--- src/verilog/pss_defines.vh ---
`ifndef PSS_DEFINES_VH
`define PSS_DEFINES_VH
// ==========================================
// register byte offsets
`define PSS_OFF_SLOT_CS      8'hd8
`define PSS_OFF_DEV_CAP2     8'he4
`define PSS_OFF_DEV_CS2      8'he8
`define PSS_OFF_LNK_CAP2     8'hec
`define PSS_OFF_LNK_CS2      8'hf0
`define PSS_OFF_SLOT_CAP2    8'hf4
`define PSS_OFF_SLOT_CS2     8'hf8
// ==========================================
// slot control half-word (low half of d8)
`define PSS_SC_ABP_EN        0
`define PSS_SC_PFD_EN        1
`define PSS_SC_PDC_EN        3
`define PSS_SC_CC_EN         4
`define PSS_SC_HPIE          5
`define PSS_SC_DLL_EN        12
`define PSS_SC_WMASK         16'h103b
// ==========================================
// slot status bits (upper half of d8)
`define PSS_SS_ABP           16
`define PSS_SS_PFD           17
`define PSS_SS_LSC           18
`define PSS_SS_PDC           19
`define PSS_SS_CC            20
`define PSS_SS_LATCH         21
`define PSS_SS_PRES          22
`define PSS_SS_DLL           24
`define PSS_SS_DLL_RST       1'h1
// ==========================================
// device capabilities 2 / control 2
`define PSS_DCAP2_LTR        11
`define PSS_DCAP2_OBFF_HI    19
`define PSS_DCAP2_OBFF_LO    18
`define PSS_DCAP2_OBFF_VAL   2'h1
`define PSS_DC2_LTR_EN       10
`define PSS_DC2_OBFF_HI      14
`define PSS_DC2_OBFF_LO      13
// ==========================================
// link control 2 fields
`define PSS_LC2_TLS_RST      4'h2
`define PSS_LC2_TLS_HI       3
`define PSS_LC2_ECOMP        4
`define PSS_LC2_HWSD         5
`define PSS_LC2_SDEEMP       6
`define PSS_LC2_TM_HI        9
`define PSS_LC2_TM_LO        7
`define PSS_LC2_EMC          10
`define PSS_LC2_CSOS         11
`define PSS_LC2_CDEEMP       12
`define PSS_LS2_CDL          16
`endif

--- src/verilog/pss_regs.v ---
// Summary of operation
// RULE1 - button press sets bit 16, W1C
// RULE2 - power fault sets bit 17, W1C
// RULE3 - latch change bit 18, read-only
// RULE4 - presence change sets bit 19, W1C
// RULE5 - command done sets bit 20, W1C
// RULE6 - bit 21 shows latch open state
// RULE7 - bit 22 shows card presence
// RULE8 - no slot: presence bit reads one
// RULE9 - presence resets to inverse strap
// RULE10 - link-active change sets bit 24
// RULE11 - dev cap2 bit 11 reads one
// RULE12 - dev cap2 bits 19:18 read 01
// RULE13 - dev ctl2 bits 10, 14:13 writable
// RULE14 - upstream de-emphasis select reads zero
// RULE15 - downstream de-emphasis select reads one
// RULE16 - irq needs event enable and master enable
// RULE17 - link state notify needs bit 12
// RULE18 - W1C clears; new event beats clear
// RULE19 - sticky link ctl2 kept until power-on
//
// Our own choice: the Avalon-MM slave port.
`timescale 1ns/1ps
`include "pss_defines.vh"

module pss_regs #(
	parameter DOWNSTREAM_PORT  = 1,  // port faces a slot side
	parameter SLOT_IMPLEMENTED = 1   // slot wired to this port
) (
	// clock and resets
	input  wire        CLK,
	input  wire        RESET,
	input  wire        POR_RESET,
	// avalon-mm slave
	input  wire [7:0]  AVS_ADDRESS,
	input  wire        AVS_READ,
	input  wire        AVS_WRITE,
	input  wire [31:0] AVS_WRITEDATA,
	input  wire [3:0]  AVS_BYTEENABLE,
	output reg  [31:0] AVS_READDATA,
	output reg         AVS_WAITREQUEST,
	// slot pins, asynchronous
	input  wire        ATTN_BUTTON,
	input  wire        POWER_FAULT,
	input  wire        CARD_PRESENT,
	input  wire        LATCH_OPEN,
	input  wire        CARD_PRESENCE_STRAP,
	// core-clock status
	input  wire        CMD_DONE,
	input  wire        LINK_ACTIVE,
	input  wire        CUR_DEEMPHASIS,
	// outputs to the port
	output reg         HOTPLUG_IRQ,
	output reg         LTR_ENABLE,
	output reg  [1:0]  OBFF_ENABLE,
	output reg  [3:0]  TARGET_LINK_SPEED,
	output reg         HARDWARE_SPEED_CHANGE_DISABLE
);

	// ==========================================
	// address decode helper
	function hit;
		input [7:0] addr;
		input [7:0] off;
		begin
			hit = (addr[7:2] == off[7:2]);
		end
	endfunction

	// ==========================================
	// pin synchronisers
	localparam NSYNC = 5;

	wire [NSYNC-1:0] pin_raw;  // raw pin bundle
	reg  [NSYNC-1:0] s1_reg;   // first stage, only s2 reads
	reg  [NSYNC-1:0] s2_reg;   // second stage, usable
	reg  [NSYNC-1:0] s3_reg;   // history for edges

	assign pin_raw = {CARD_PRESENCE_STRAP, LATCH_OPEN, CARD_PRESENT,
		POWER_FAULT, ATTN_BUTTON};

	genvar gi;
	generate
		for (gi = 0; gi < NSYNC; gi = gi + 1) begin : g_sync
			// two flops per pin, plus history
			always @(posedge CLK) begin
				s1_reg[gi] <= pin_raw[gi];
				s2_reg[gi] <= s1_reg[gi];
				s3_reg[gi] <= s2_reg[gi];
			end
		end
	endgenerate

	wire btn_s   = s2_reg[0];  // button level
	wire fault_s = s2_reg[1];  // fault level
	wire pres_s  = s2_reg[2];  // card level
	wire latch_s = s2_reg[3];  // latch open level
	wire strap_s = s2_reg[4];  // presence strap

	// edge events
	wire btn_rise   = btn_s & ~s3_reg[0];
	wire fault_rise = fault_s & ~s3_reg[1];
	wire pres_chg   = pres_s ^ s3_reg[2];
	wire latch_chg  = latch_s ^ s3_reg[3];

	// ==========================================
	// bus handshake
	reg  busy_reg;  // ack phase in progress
	wire req;       // any request present
	wire wr_do;     // write commits here
	wire [31:0] wmask;  // byte lane mask

	assign req   = AVS_READ | AVS_WRITE;
	assign wr_do = AVS_WRITE & ~AVS_WAITREQUEST;
	assign wmask = {{8{AVS_BYTEENABLE[3]}}, {8{AVS_BYTEENABLE[2]}},
		{8{AVS_BYTEENABLE[1]}}, {8{AVS_BYTEENABLE[0]}}};

	wire [31:0] wd = AVS_WRITEDATA & wmask;  // lane-gated data

	// per-register write strobes
	wire wr_slot = wr_do & hit(AVS_ADDRESS, `PSS_OFF_SLOT_CS);
	wire wr_dc2  = wr_do & hit(AVS_ADDRESS, `PSS_OFF_DEV_CS2);
	wire wr_lc2  = wr_do & hit(AVS_ADDRESS, `PSS_OFF_LNK_CS2);

	// ==========================================
	// slot control and status state
	reg  [15:0] slot_ctl_reg;  // enables and master enable
	reg  abp_reg;   // button pressed flag
	reg  pfd_reg;   // power fault flag
	reg  lsc_reg;   // latch changed flag
	reg  pdc_reg;   // presence changed flag
	reg  cc_reg;    // command completed flag
	reg  dll_reg;   // link state changed flag
	reg  pres_reg;  // presence state
	reg  lat_reg;   // latch state
	reg  la_d_reg;  // previous link active

	// clear masks, only on written lanes
	wire clr_abp = wr_slot & wd[`PSS_SS_ABP];
	wire clr_pfd = wr_slot & wd[`PSS_SS_PFD];
	wire clr_pdc = wr_slot & wd[`PSS_SS_PDC];
	wire clr_cc  = wr_slot & wd[`PSS_SS_CC];
	wire clr_dll = wr_slot & wd[`PSS_SS_DLL];
	wire la_chg  = LINK_ACTIVE ^ la_d_reg;

	// next values: set beats clear
	wire abp_next = btn_rise | (abp_reg & ~clr_abp);     // RULE1 RULE18
	wire pfd_next = fault_rise | (pfd_reg & ~clr_pfd);   // RULE2 RULE18
	wire pdc_next = pres_chg | (pdc_reg & ~clr_pdc);     // RULE4 RULE18
	wire cc_next  = CMD_DONE | (cc_reg & ~clr_cc);       // RULE5 RULE18
	wire dll_next = la_chg | (dll_reg & ~clr_dll);       // RULE10 RULE18
	wire lsc_next = latch_chg | lsc_reg;                 // RULE3

	// slot control merge, lane-aware
	wire [15:0] sc_wmask = wmask[15:0] & `PSS_SC_WMASK;
	wire [15:0] slot_ctl_next = wr_slot ?
		((slot_ctl_reg & ~sc_wmask) | (AVS_WRITEDATA[15:0] & sc_wmask)) :
		slot_ctl_reg;

	// flags, states and slot control
	always @(posedge CLK) begin
		if (RESET) begin
			slot_ctl_reg <= 16'h0000;
			abp_reg      <= 1'b0;  // RULE1
			pfd_reg      <= 1'b0;  // RULE2
			lsc_reg      <= 1'b0;  // RULE3
			pdc_reg      <= 1'b0;  // RULE4
			cc_reg       <= 1'b0;  // RULE5
			dll_reg      <= `PSS_SS_DLL_RST;  // RULE10
			lat_reg      <= 1'b0;  // RULE6
			pres_reg     <= ~strap_s;  // RULE9
			la_d_reg     <= LINK_ACTIVE;
		end else begin
			slot_ctl_reg <= slot_ctl_next;
			abp_reg      <= abp_next;
			pfd_reg      <= pfd_next;
			lsc_reg      <= lsc_next;
			pdc_reg      <= pdc_next;
			cc_reg       <= cc_next;
			dll_reg      <= dll_next;
			lat_reg      <= latch_s;  // RULE6
			pres_reg     <= pres_s;   // RULE7
			la_d_reg     <= LINK_ACTIVE;
		end
	end

	// presence seen by software
	wire pres_rd = (SLOT_IMPLEMENTED != 0) ? pres_reg : 1'b1;  // RULE8

	// ==========================================
	// device control 2
	reg       ltr_en_reg;   // latency report enable
	reg [1:0] obff_en_reg;  // flush/fill mode

	// writable fields only
	always @(posedge CLK) begin
		if (RESET) begin
			ltr_en_reg  <= 1'b0;   // RULE13
			obff_en_reg <= 2'h0;   // RULE13
		end else if (wr_dc2) begin
			if (AVS_BYTEENABLE[1]) begin
				ltr_en_reg  <= AVS_WRITEDATA[`PSS_DC2_LTR_EN];  // RULE13
				obff_en_reg <= AVS_WRITEDATA[`PSS_DC2_OBFF_HI:`PSS_DC2_OBFF_LO];  // RULE13
			end
		end
	end

	// ==========================================
	// link control 2
	reg [3:0] tls_reg;     // target link speed
	reg       ecomp_reg;   // enter compliance
	reg [2:0] tm_reg;      // transmit margin
	reg       emc_reg;     // modified compliance
	reg       csos_reg;    // compliance skip
	reg       cdeemp_reg;  // compliance de-emphasis
	reg       hwsd_reg;    // speed change disable

	// sticky fields, power-on only
	always @(posedge CLK) begin
		if (POR_RESET) begin
			tls_reg    <= `PSS_LC2_TLS_RST;  // RULE19
			ecomp_reg  <= 1'b0;
			tm_reg     <= 3'h0;
			emc_reg    <= 1'b0;
			csos_reg   <= 1'b0;
			cdeemp_reg <= 1'b0;
		end else if (wr_lc2) begin
			if (AVS_BYTEENABLE[0]) begin
				tls_reg   <= AVS_WRITEDATA[`PSS_LC2_TLS_HI:0];  // RULE19
				ecomp_reg <= AVS_WRITEDATA[`PSS_LC2_ECOMP];
				tm_reg[0] <= AVS_WRITEDATA[`PSS_LC2_TM_LO];
			end
			if (AVS_BYTEENABLE[1]) begin
				tm_reg[2:1] <= AVS_WRITEDATA[`PSS_LC2_TM_HI:`PSS_LC2_TM_LO+1];
				emc_reg     <= AVS_WRITEDATA[`PSS_LC2_EMC];
				csos_reg    <= AVS_WRITEDATA[`PSS_LC2_CSOS];
				cdeemp_reg  <= AVS_WRITEDATA[`PSS_LC2_CDEEMP];
			end
		end
	end

	// non-sticky field, port reset
	always @(posedge CLK) begin
		if (RESET | POR_RESET) begin
			hwsd_reg <= 1'b0;
		end else if (wr_lc2 & AVS_BYTEENABLE[0]) begin
			hwsd_reg <= AVS_WRITEDATA[`PSS_LC2_HWSD];
		end
	end

	// de-emphasis select by port role
	wire sel_deemp = (DOWNSTREAM_PORT != 0) ? 1'b1 : 1'b0;  // RULE14 RULE15

	// ==========================================
	// read data assembly
	reg [31:0] rd_word;  // selected register image

	always @* begin
		rd_word = 32'h0000_0000;  // unmapped reads zero
		if (hit(AVS_ADDRESS, `PSS_OFF_SLOT_CS)) begin
			rd_word[15:0]         = slot_ctl_reg;
			rd_word[`PSS_SS_ABP]   = abp_reg;
			rd_word[`PSS_SS_PFD]   = pfd_reg;
			rd_word[`PSS_SS_LSC]   = lsc_reg;   // RULE3
			rd_word[`PSS_SS_PDC]   = pdc_reg;
			rd_word[`PSS_SS_CC]    = cc_reg;
			rd_word[`PSS_SS_LATCH] = lat_reg;   // RULE6
			rd_word[`PSS_SS_PRES]  = pres_rd;   // RULE7 RULE8
			rd_word[`PSS_SS_DLL]   = dll_reg;
		end else if (hit(AVS_ADDRESS, `PSS_OFF_DEV_CAP2)) begin
			rd_word[`PSS_DCAP2_LTR] = 1'b1;  // RULE11
			rd_word[`PSS_DCAP2_OBFF_HI:`PSS_DCAP2_OBFF_LO] = `PSS_DCAP2_OBFF_VAL;  // RULE12
		end else if (hit(AVS_ADDRESS, `PSS_OFF_DEV_CS2)) begin
			rd_word[`PSS_DC2_LTR_EN] = ltr_en_reg;  // RULE13
			rd_word[`PSS_DC2_OBFF_HI:`PSS_DC2_OBFF_LO] = obff_en_reg;
		end else if (hit(AVS_ADDRESS, `PSS_OFF_LNK_CS2)) begin
			rd_word[`PSS_LC2_TLS_HI:0] = tls_reg;
			rd_word[`PSS_LC2_ECOMP]    = ecomp_reg;
			rd_word[`PSS_LC2_HWSD]     = hwsd_reg;
			rd_word[`PSS_LC2_SDEEMP]   = sel_deemp;  // RULE14 RULE15
			rd_word[`PSS_LC2_TM_HI:`PSS_LC2_TM_LO] = tm_reg;
			rd_word[`PSS_LC2_EMC]      = emc_reg;
			rd_word[`PSS_LC2_CSOS]     = csos_reg;
			rd_word[`PSS_LC2_CDEEMP]   = cdeemp_reg;
			rd_word[`PSS_LS2_CDL]      = CUR_DEEMPHASIS;
		end
		// e8 upper, ec, f4, f8 read zero
	end

	// ==========================================
	// handshake: one wait cycle per access
	always @(posedge CLK) begin
		if (RESET) begin
			AVS_WAITREQUEST <= 1'b1;
			AVS_READDATA    <= 32'h0000_0000;
			busy_reg        <= 1'b0;
		end else if (req & AVS_WAITREQUEST & ~busy_reg) begin
			// accept: answer next edge
			AVS_WAITREQUEST <= 1'b0;
			AVS_READDATA    <= AVS_READ ? rd_word : 32'h0000_0000;
			busy_reg        <= 1'b1;
		end else begin
			// done: back to waiting
			AVS_WAITREQUEST <= 1'b1;
			busy_reg        <= 1'b0;
		end
	end

	// ==========================================
	// hot-plug interrupt and port outputs
	wire ev_pend =
		(abp_reg & slot_ctl_reg[`PSS_SC_ABP_EN]) |
		(pfd_reg & slot_ctl_reg[`PSS_SC_PFD_EN]) |
		(pdc_reg & slot_ctl_reg[`PSS_SC_PDC_EN]) |
		(cc_reg  & slot_ctl_reg[`PSS_SC_CC_EN]);
	wire dll_pend = dll_reg & slot_ctl_reg[`PSS_SC_DLL_EN];  // RULE17

	// registered outputs
	always @(posedge CLK) begin
		if (RESET) begin
			HOTPLUG_IRQ <= 1'b0;
			LTR_ENABLE  <= 1'b0;
			OBFF_ENABLE <= 2'h0;
			HARDWARE_SPEED_CHANGE_DISABLE <= 1'b0;
		end else begin
			HOTPLUG_IRQ <= slot_ctl_reg[`PSS_SC_HPIE] & (ev_pend | dll_pend);  // RULE16
			LTR_ENABLE  <= ltr_en_reg;
			OBFF_ENABLE <= obff_en_reg;
			HARDWARE_SPEED_CHANGE_DISABLE <= hwsd_reg;
		end
	end

	// sticky speed copy, port reset must not touch it
	always @(posedge CLK) begin
		if (POR_RESET) begin
			TARGET_LINK_SPEED <= `PSS_LC2_TLS_RST;  // RULE19
		end else begin
			TARGET_LINK_SPEED <= tls_reg;  // RULE19
		end
	end

endmodule

--- config.mk ---
export PLATFORM = sky130hd
export DESIGN_NAME = pss_regs
export DESIGN_NICKNAME = d
export VERILOG_FILES = /design/src/verilog/pss_regs.v
export VERILOG_INCLUDE_DIRS = /design/src /design/src/verilog
export SDC_FILE = /design/constraint.sdc
export NUM_CORES = 1
export LEC_CHECK = 0
export BUFFER_PORTS_ARGS = -buffer_cell sky130_fd_sc_hd__clkbuf_2
export CORE_ASPECT_RATIO = 0.7
export CORE_MARGIN = 3
export CORE_UTILIZATION = 40
export DETAILED_ROUTE_END_ITERATION = 8
export PLACE_DENSITY_LB_ADDON = 0.25
export SLEW_MARGIN = 20
export SYNTH_ARGS = -nofsm -noshare
export SYNTH_HDL_FRONTEND = slang
export SYNTH_SLANG_ARGS = --single-unit
--- constraint.sdc ---
create_clock -name CLK -period 2.9 [get_ports CLK]
set_input_delay 0.29 -clock CLK [delete_from_list [all_inputs] [get_ports CLK]]
set_output_delay 0.29 -clock CLK [all_outputs]
set_load 0.02 [all_outputs]
==> results of run 1 <==
-- worst max path at each step --
stage / to / cells past startpoint / startpoint / slack, ps
after global placement: AVS_READDATA[1]$_SDFFE_PP0P_ / 5 / RESET / 1220
final: AVS_READDATA[0]$_SDFFE_PP0P_ / 4 / AVS_WAITREQUEST$_SDFF_PP1_ / 1250
after detailed placement: AVS_READDATA[0]$_SDFFE_PP0P_ / 5 / AVS_ADDRESS[3] / 1190
after global routing: tm_reg[2]$_SDFFE_PP0P_ / 4 / AVS_WAITREQUEST$_SDFF_PP1_ / 1110
after floorplan: AVS_READDATA[5]$_SDFFE_PP0P_ / 5 / AVS_WAITREQUEST$_SDFF_PP1_ / 1490
after CTS: AVS_READDATA[0]$_SDFFE_PP0P_ / 4 / AVS_WAITREQUEST$_SDFF_PP1_ / 1260
-- routing by layer --
metal,share of wire,up-vias
met2,0.41,64
li1,-,985
met4,0.012,0
met3,0.078,9
met1,0.50,906
met5,0,-
-- power breakdown --
group | internal, W | leakage (nW) | switching (W)
Clock | 0.000589 | 0.119 | 0.000363
Combinational | 0.0000423 | 0.811 | 0.0000706
Sequential | 0.00109 | 0.637 | 0.0000121
-- cell type report --
class                   instances  area [sq um]  area share
repair buffers                 76           385       0.115
flip-flops and latches         78          1560       0.465
multi-input cells             149          1050       0.314
clock inverters                 4          95.1      0.0283
clock buffers                  11           141      0.0421
well taps                      91           114      0.0339
inverters                       2          7.51     0.00224
-- stage by stage --
stage	worst slack (ps)	power (W)	std cells
finish	1250	0.00217	411
global route	1110	0.00225	411
CTS	1260	0.00219	411
detailed placement	1190	0.00124	396
global placement	1220	0.00124	396
floorplan	1490	0.00120	248
-- kinds of logic (layout without fill, tap and decap cells) --
kind of cell,Yosys count,in the layout,share of synthesized area
flops,78,78,0.575
compound gates,42,42,0.121
xor+xnor,3,3,0.00967
buf+inv,21,93,0.0493
simple gates,76,76,0.174
other cells,1,9,0.00138
mux,19,19,0.0700
-- worst reg2reg max path, cell delays in order, from the launching register on --
cell and delay (ps):
dfxtp_1 460, nand4bb_4 190, nor4_4 620, and2_1 220
a221o_1 100
-- cell usage in the layout, fill, tap and decap left out, types with 8 or more instances in the layout --
cell       n
conb_1     9
a22o_1    13
nor2_1    25
a21oi_1    8
clkbuf_2  74
dfxtp_1   78
mux2i_1   19
nor2b_1    9
clkbuf_8  10
==> results_dict.tcl, run 1 <==
set metrics [dict create \
    whs_ps 47.2 \
    async_flop_share 0 \
    ant_nets 0 \
    numClockSinks 78 \
    stdcell_area_sq_um 3360 \
    htreeDepth 3 \
    fillers 585 \
    ys_top_cells_by_count "dfxtp_1 (78), nor2_1 (26), mux2i_1 (19)" \
    syn_area_sq_um 2720 \
    cp.required_ps 3190 \
    path_buf_inv 0 \
    first_pass_iters 4 \
    worstRegToRegCells 4 \
    hold_depth 1 \
    antenna_found_initial 0 \
    num_rows 24 \
    r2r-end "AVS_READDATA[0]$_SDFFE_PP0P_" \
    r2r-start "AVS_WAITREQUEST$_SDFF_PP1_" \
    p_per_area_nw_per_um2 646 \
    crit_path_end_kind "register" \
    crit_path_cell_trace "nand4bb_4, nor4_4, and2_1, a221o_1" \
    holdPathEnd "s1_reg[3]$_DFF_P_" \
    hold_viol 0 \
    dieArea_sq_um 7830 \
    start_kind "register" \
    drt_iter0_drc 74 \
    worstHoldStart "LATCH_OPEN" \
    boundaryPins 99 \
    synth.top_cell.area_share 0.575 \
    port_buffers 74 \
    finalSetupViolCount 0 \
    ys.flop_type "dfxtp_1" \
    synth_edf_count 0 \
    hp-class "in -> reg" \
    post-synth-top-count-cell "dfxtp_1" \
    tns_ps 0 \
    fin_nets 373 \
    crit_type "reg -> reg" \
    period_share 0.568 \
    synth-warning-count 0 \
    status "finished clean" \
    max_cap_viol_count 0 \
    fin_crit_ps 1650 \
    worst_pin_slew_ps 686 \
    insertion_delay_ps 340 \
    cts_buffer_depth 2 \
    core_area_sq_um 6400 \
    drc 0 \
    yosys.area.top_type "dfxtp_1" \
    cts_tree "built" \
    grtUsageMet1 0.207 \
    crit_family "simple AND/OR/NAND/NOR gates" \
    maxSlewViolCount 0 \
    globalplace.congestion 0.789 \
    grt_max_degree 27 \
    finish.utilization 0.525 \
    postCtsSetupRepairBufs 0 \
    vias 1964 \
    arrival_ps 1930 \
    rsz0062_at_grt "no" \
    fmax_mhz 607 \
    root_buffer "clkbuf_8" \
    grt_pass1_vias 1856 \
    ff2ff_setup_slack_ps 1250 \
    use_met3 0.0754 \
    grt_usage 0.155 \
    start_util 0.425 \
    ys_seq_area_frac 0.575 \
    numCtsBuffers 9 \
    clock_skew_ps 5.66 \
    grt_overflow_total 0 \
    top_usage_layer "met2" \
    max_stage_delay_ps 620 \
    placed_area_sq_um 3120 \
    slew_headroom 0.540 \
    p_leak_nw 1.57 \
    largest_reg_flops 23 \
    ir_worst_vdd_mv 0.285 \
    synth_cells 240 \
    grt_pass1_wl_um 9270 \
    die_w_um 104 \
    die_height_um 74.9 \
    synthToLayoutAreaGrowth_pct 23.6 \
    wl_per_cell_um 14.0 \
    synth-seq-cells 78 \
    ctsResizeCount 0 \
    drive_above_1_share 0.319 \
    use_met2 0.225 \
    diodes 0 \
    clkTransAtPathRegs_ps 70 \
    synthDistinctLibCells 41 \
    worst-path-max-fanout 12 \
    place_hpwl_um 4210 \
    hold_buffers 0 \
    routed_wirelength_um 5770 \
    viasPerCell 4.78 \
    syn_avg_cell_area_sq_um 11.3 \
    critPathSlowestCell "nor4_4" \
    synth_area_leaders "dfxtp_1 (57%), mux2i_1 (7.0%), a22o_1 (4.2%), nor2_1 (3.6%), buf_4 (2.8%)" \
]
Power figures use the tool's default switching activity.
==> run 2: changes to the inputs <==
clock period = 1.5 ns   (was 2.9 ns; I/O delays follow)
==> results_dict.tcl, run 2 (synthesized netlist as in run 1, its figures left out) <==
set metrics [dict create \
    status "finished clean" \
    clkTransAtPathRegs_ps 80 \
    ir_worst_vdd_mv 0.650 \
    grt_overflow_total 0 \
    max_stage_delay_ps 340 \
    num_rows 24 \
    first_pass_iters 5 \
    p_per_area_nw_per_um2 1180 \
    drive_above_1_share 0.335 \
    root_buffer "clkbuf_8" \
    ff2ff_setup_slack_ps 80 \
    cp.required_ps 1730 \
    crit_family "simple AND/OR/NAND/NOR gates" \
    critPathSlowestCell "a211o_1" \
    grt_pass1_vias 1930 \
    ant_nets 0 \
    drc 0 \
    viasPerCell 4.75 \
    wl_per_cell_um 13.8 \
    seqCellArea_sq_um 1560 \
    r2r-end "tls_reg[1]$_SDFFE_PP1P_" \
    drt_iter0_drc 58 \
    path_buf_inv 1 \
    numCtsBuffers 9 \
    grt_usage 0.159 \
    crit_end "tls_reg[1]$_SDFFE_PP1P_" \
    start_util 0.425 \
    cts_tree "built" \
    grt_max_degree 24 \
    synthToLayoutAreaGrowth_pct 29.2 \
    globalplace.congestion 0.755 \
    multiInputGateArea_sq_um 1070 \
    worstHoldStart "AVS_WRITEDATA[13]" \
    worst-path-max-fanout 7 \
    start_kind "register" \
    mostFrequentLayoutCells "dfxtp_1 (78), clkbuf_2 (74), nor2_1 (25)" \
    hold_viol 0 \
    final_common_cell "dfxtp_1" \
    largest_reg_flops 23 \
    clock_skew_ps 7.99 \
    diodes 0 \
    p_leak_nw 1.63 \
    slew_headroom 0.617 \
    vias 2017 \
    period_share 0.947 \
    worstRegToRegCells 4 \
    fin_nets 386 \
    antenna_found_initial 0 \
    crit_type "reg -> reg" \
    arrival_ps 1650 \
    finalSetupViolCount 0 \
    port_buffers 74 \
    maxSlewViolCount 0 \
    setup.worst_path.start "AVS_WAITREQUEST$_SDFF_PP1_" \
    stdcell_area_sq_um 3510 \
    numClockSinks 78 \
    insertion_delay_ps 340 \
    core_area_sq_um 6400 \
    grt_pass1_wl_um 9690 \
    htreeDepth 3 \
    rsz0062_at_grt "no" \
    max_cap_viol_count 0 \
    crit_path_end_kind "register" \
    die_w_um 104 \
    boundaryPins 99 \
    p_total_w 0.00414 \
    hp-class "in -> reg" \
    dieArea_sq_um 7830 \
    fmax_mhz 704 \
    r2r-start "AVS_WAITREQUEST$_SDFF_PP1_" \
    fin_crit_ps 1420 \
    routed_wirelength_um 5870 \
    worst_pin_slew_ps 574 \
    place_hpwl_um 4370 \
    die_height_um 74.9 \
    crit_cells 4 \
    cts_buffer_depth 2 \
    placed_area_sq_um 3200 \
    fillers 604 \
    crit_path_cell_trace "buf_4, and3b_1, nand3_4, a211o_1" \
]
-- run 2: how the worst min path moves through the flow --
stage                                       end  slack, ps  depth (start not counted)
floorplan                      la_d_reg$_DFF_P_        180                          0
global placement              s1_reg[3]$_DFF_P_        250                          1
detailed placement            s1_reg[3]$_DFF_P_        250                          1
CTS                           cc_reg$_SDFF_PP0_         20                          3
global route        obff_en_reg[1]$_SDFFE_PP0P_         40                          3
finish              obff_en_reg[0]$_SDFFE_PP0P_         40                          3
-- run 2: area by class of cell --
cell class | count | share of cell area
tap | 91 | 0.0325
inverter | 2 | 0.00214
clock buffer | 10 | 0.0392
sequential | 78 | 0.445
clock inverter | 6 | 0.0267
multi-input combinational | 149 | 0.305
timing repair buffer | 89 | 0.149
-- run 2: metal layers --
metal | routed length [um] | GRT usage
met2 | 2450 | 0.242
met3 | 492 | 0.0660
met5 | 0 | 0
met1 | 2860 | 0.210
met4 | 63 | 0.0501
-- run 2: stage by stage --
step / util / TNS (ps) / setup slack (ps) / std cells / hold WS [ps]
final: 0.549 / 0 / 79.8 / 425 / 39.5
after global routing: 0.549 / 0 / 21.9 / 425 / 36.9
after CTS: 0.547 / 0 / 23.3 / 425 / 24.7
after detailed placement: 0.500 / -1610 / -105 / 403 / 254
after global placement: 0.500 / -987 / -64.5 / 403 / 254
after floorplan: - / 0 / 87.2 / 248 / 178
-- run 2: timing repair --
action,4_1_cts,5_1_grt
hold buffers,6,0
setup buffers,0,0
gates cloned,0,0
setup endpoints to repair,23,5
resized for setup,1,2
hold endpoints to repair,6,0
-- run 2: tightest hold or removal path, delay by kind of cell --
kind | cells | cell delay [ps]
buffers and inverters | 1 | 80
AND/OR/NAND/NOR | 1 | 70
multiplexers | 1 | 60
-- run 2: where the power goes --
| group | total [W] | leakage [nW] | internal (W) | switching (W) |
|---|---|---|---|---|
| sequential | 0.00213 | 0.637 | 0.00211 | 0.0000195 |
| combinational | 0.000251 | 0.878 | 0.000105 | 0.000147 |
| clock | 0.00176 | 0.113 | 0.000993 | 0.000765 |
==> run 3: changes to the inputs <==
CELL_PAD_IN_SITES_DETAIL_PLACEMENT = 1   (was unset)
CELL_PAD_IN_SITES_GLOBAL_PLACEMENT = 2   (was unset)
CORE_UTILIZATION = 27   (was 40)
==> results_dict.tcl, run 3 (synthesized netlist as in run 1, its figures left out) <==
set metrics [dict create \
    status "finished clean" \
    p_total_w 0.00454 \
    insertion_delay_ps 330 \
    worst-path-max-fanout 5 \
    routed_wirelength_um 7130 \
    port_buffers 74 \
    drc 0 \
    wl_per_cell_um 15.4 \
    antenna_found_initial 0 \
    crit_type "reg -> reg" \
    seq_power_share 0.470 \
    largest_reg_flops 23 \
    start_util 0.288 \
    start_kind "register" \
    dieArea_sq_um 11300 \
    drive_above_1_share 0.349 \
    core_area_sq_um 9430 \
    vias 2037 \
    cts_buffer_depth 2 \
    crit_family "simple AND/OR/NAND/NOR gates" \
    p_int_w 0.00351 \
    numCtsBuffers 9 \
    grt_max_degree 24 \
    place_hpwl_um 5330 \
    ir_worst_vdd_mv 0.557 \
    synthToLayoutAreaGrowth_pct 34.6 \
    hold_viol 0 \
    cts_tree "built" \
    mostFrequentLayoutCells "dfxtp_1 (78), clkbuf_2 (74), nor2_1 (25)" \
    viasPerCell 4.41 \
    crit_path_end_kind "register" \
    num_rows 29 \
    fmax_mhz 702 \
    slew_headroom 0.602 \
    fin_nets 390 \
    numClockSinks 78 \
    period_share 0.950 \
    max_stage_delay_ps 320 \
    die_w_um 126 \
    clock_skew_ps 6.53 \
    globalplace.congestion 0.726 \
    finalSetupViolCount 0 \
    clkTransAtPathRegs_ps 60 \
    die_height_um 89.9 \
    final_common_cell "dfxtp_1" \
    fin_cells 462 \
    cp.required_ps 1710 \
    switching_share 0.228 \
    switchingPower_w 0.00103 \
    drt_iter0_drc 72 \
    power_frac_comb 0.057 \
    maxSlewViolCount 0 \
    critPathSlowestCell "dfxtp_1" \
    crit_path_cell_trace "buf_6, nor2b_1, nand4_2, mux2i_1, nor2_1" \
    fin_crit_ps 1430 \
    arrival_ps 1630 \
    ant_nets 0 \
    max_cap_viol_count 0 \
    grt_usage 0.134 \
    root_buffer "clkbuf_16" \
    dp_cells 440 \
    hp-class "in -> reg" \
    diodes 0 \
    htreeDepth 3 \
    first_pass_iters 4 \
    p_leak_nw 1.68 \
    path_buf_inv 1 \
    rsz0062_at_grt "no" \
    p_per_area_nw_per_um2 1240 \
    boundaryPins 99 \
    grt_overflow_total 0 \
    grt_pass1_vias 2125 \
    worst_pin_slew_ps 595 \
    power_frac_clock 0.473 \
    grt_pass1_wl_um 11600 \
    postCtsSetupRepairBufs 0 \
]
## run 3: cell count changes in the layout (fill, tap and decap cells not counted), sizes merged
cell      change
bufinv        -1
clkbuf        -1
buf           +4
clkinvlp      +3
clkinv        -1
## run 3: worst paths after layout
check / cells past startpoint / end / slack (ps) / from
setup / recovery: 5 / cdeemp_reg$_SDFFE_PP0P_ / 70 / AVS_WAITREQUEST$_SDFF_PP1_
hold / removal: 3 / cc_reg$_SDFF_PP0_ / 40 / CMD_DONE
setup reg to reg: 5 / cdeemp_reg$_SDFFE_PP0P_ / 70 / AVS_WAITREQUEST$_SDFF_PP1_
hold reg to reg: 0 / latch_s$_DFF_P_ / 330 / s1_reg[3]$_DFF_P_
## run 3: stage by stage
stage                     TNS (ps)  hold WS, ps  utilization  worst slack, ps  cell area [sq um]
after floorplan                  0          178            -             87.2               2750
final                            0         40.9        0.388             74.6               3660
after CTS                        0         29.0        0.385             27.8               3630
after global placement       -2070          253        0.347             -112               3270
after global routing             0         43.9        0.388             5.50               3660
after detailed placement     -2790          255        0.347             -151               3270
## run 3: layout make-up
type / count / area (sq um)
clock inverter: 7 / 73.8
inverter: 2 / 7.51
clock buffer: 9 / 225
tap: 124 / 155
timing repair buffer: 93 / 557
fill: 1067 / 5780
multi-input combinational: 149 / 1080
sequential: 78 / 1560
## run 3: what timing repair did
action                                 CTS  global route
gates resized for setup                  1             5
setup endpoints to repair               23            12
hold buffers                             6             0
endpoints found under the hold margin    6             0
## run 3: power groups by stage
| stage | combinational [W] | sequential [W] | clock [W] |
|---|---|---|---|
| CTS | 0.000257 | 0.00214 | 0.00222 |
| finish | 0.000258 | 0.00214 | 0.00215 |
| global placement | 0.000238 | 0.00218 | 0 |
| detailed placement | 0.000241 | 0.00218 | 0 |
| floorplan | 0.000134 | 0.00218 | 0 |
| global route | 0.000285 | 0.00214 | 0.00236 |
## run 3: routing by layer
metal / GRT usage / routed length [um]
met4: 0.0348 / 57
met2: 0.184 / 2850
met1: 0.182 / 3680
met5: 0 / 0
met3: 0.0711 / 535
## run 3: worst reg2reg max path, stage by stage (launching register included)
cell and delay [ps]:
dfxtp_1 320, buf_6 130, nor2b_1 220, nand4_2 320, mux2i_1 250, nor2_1 60
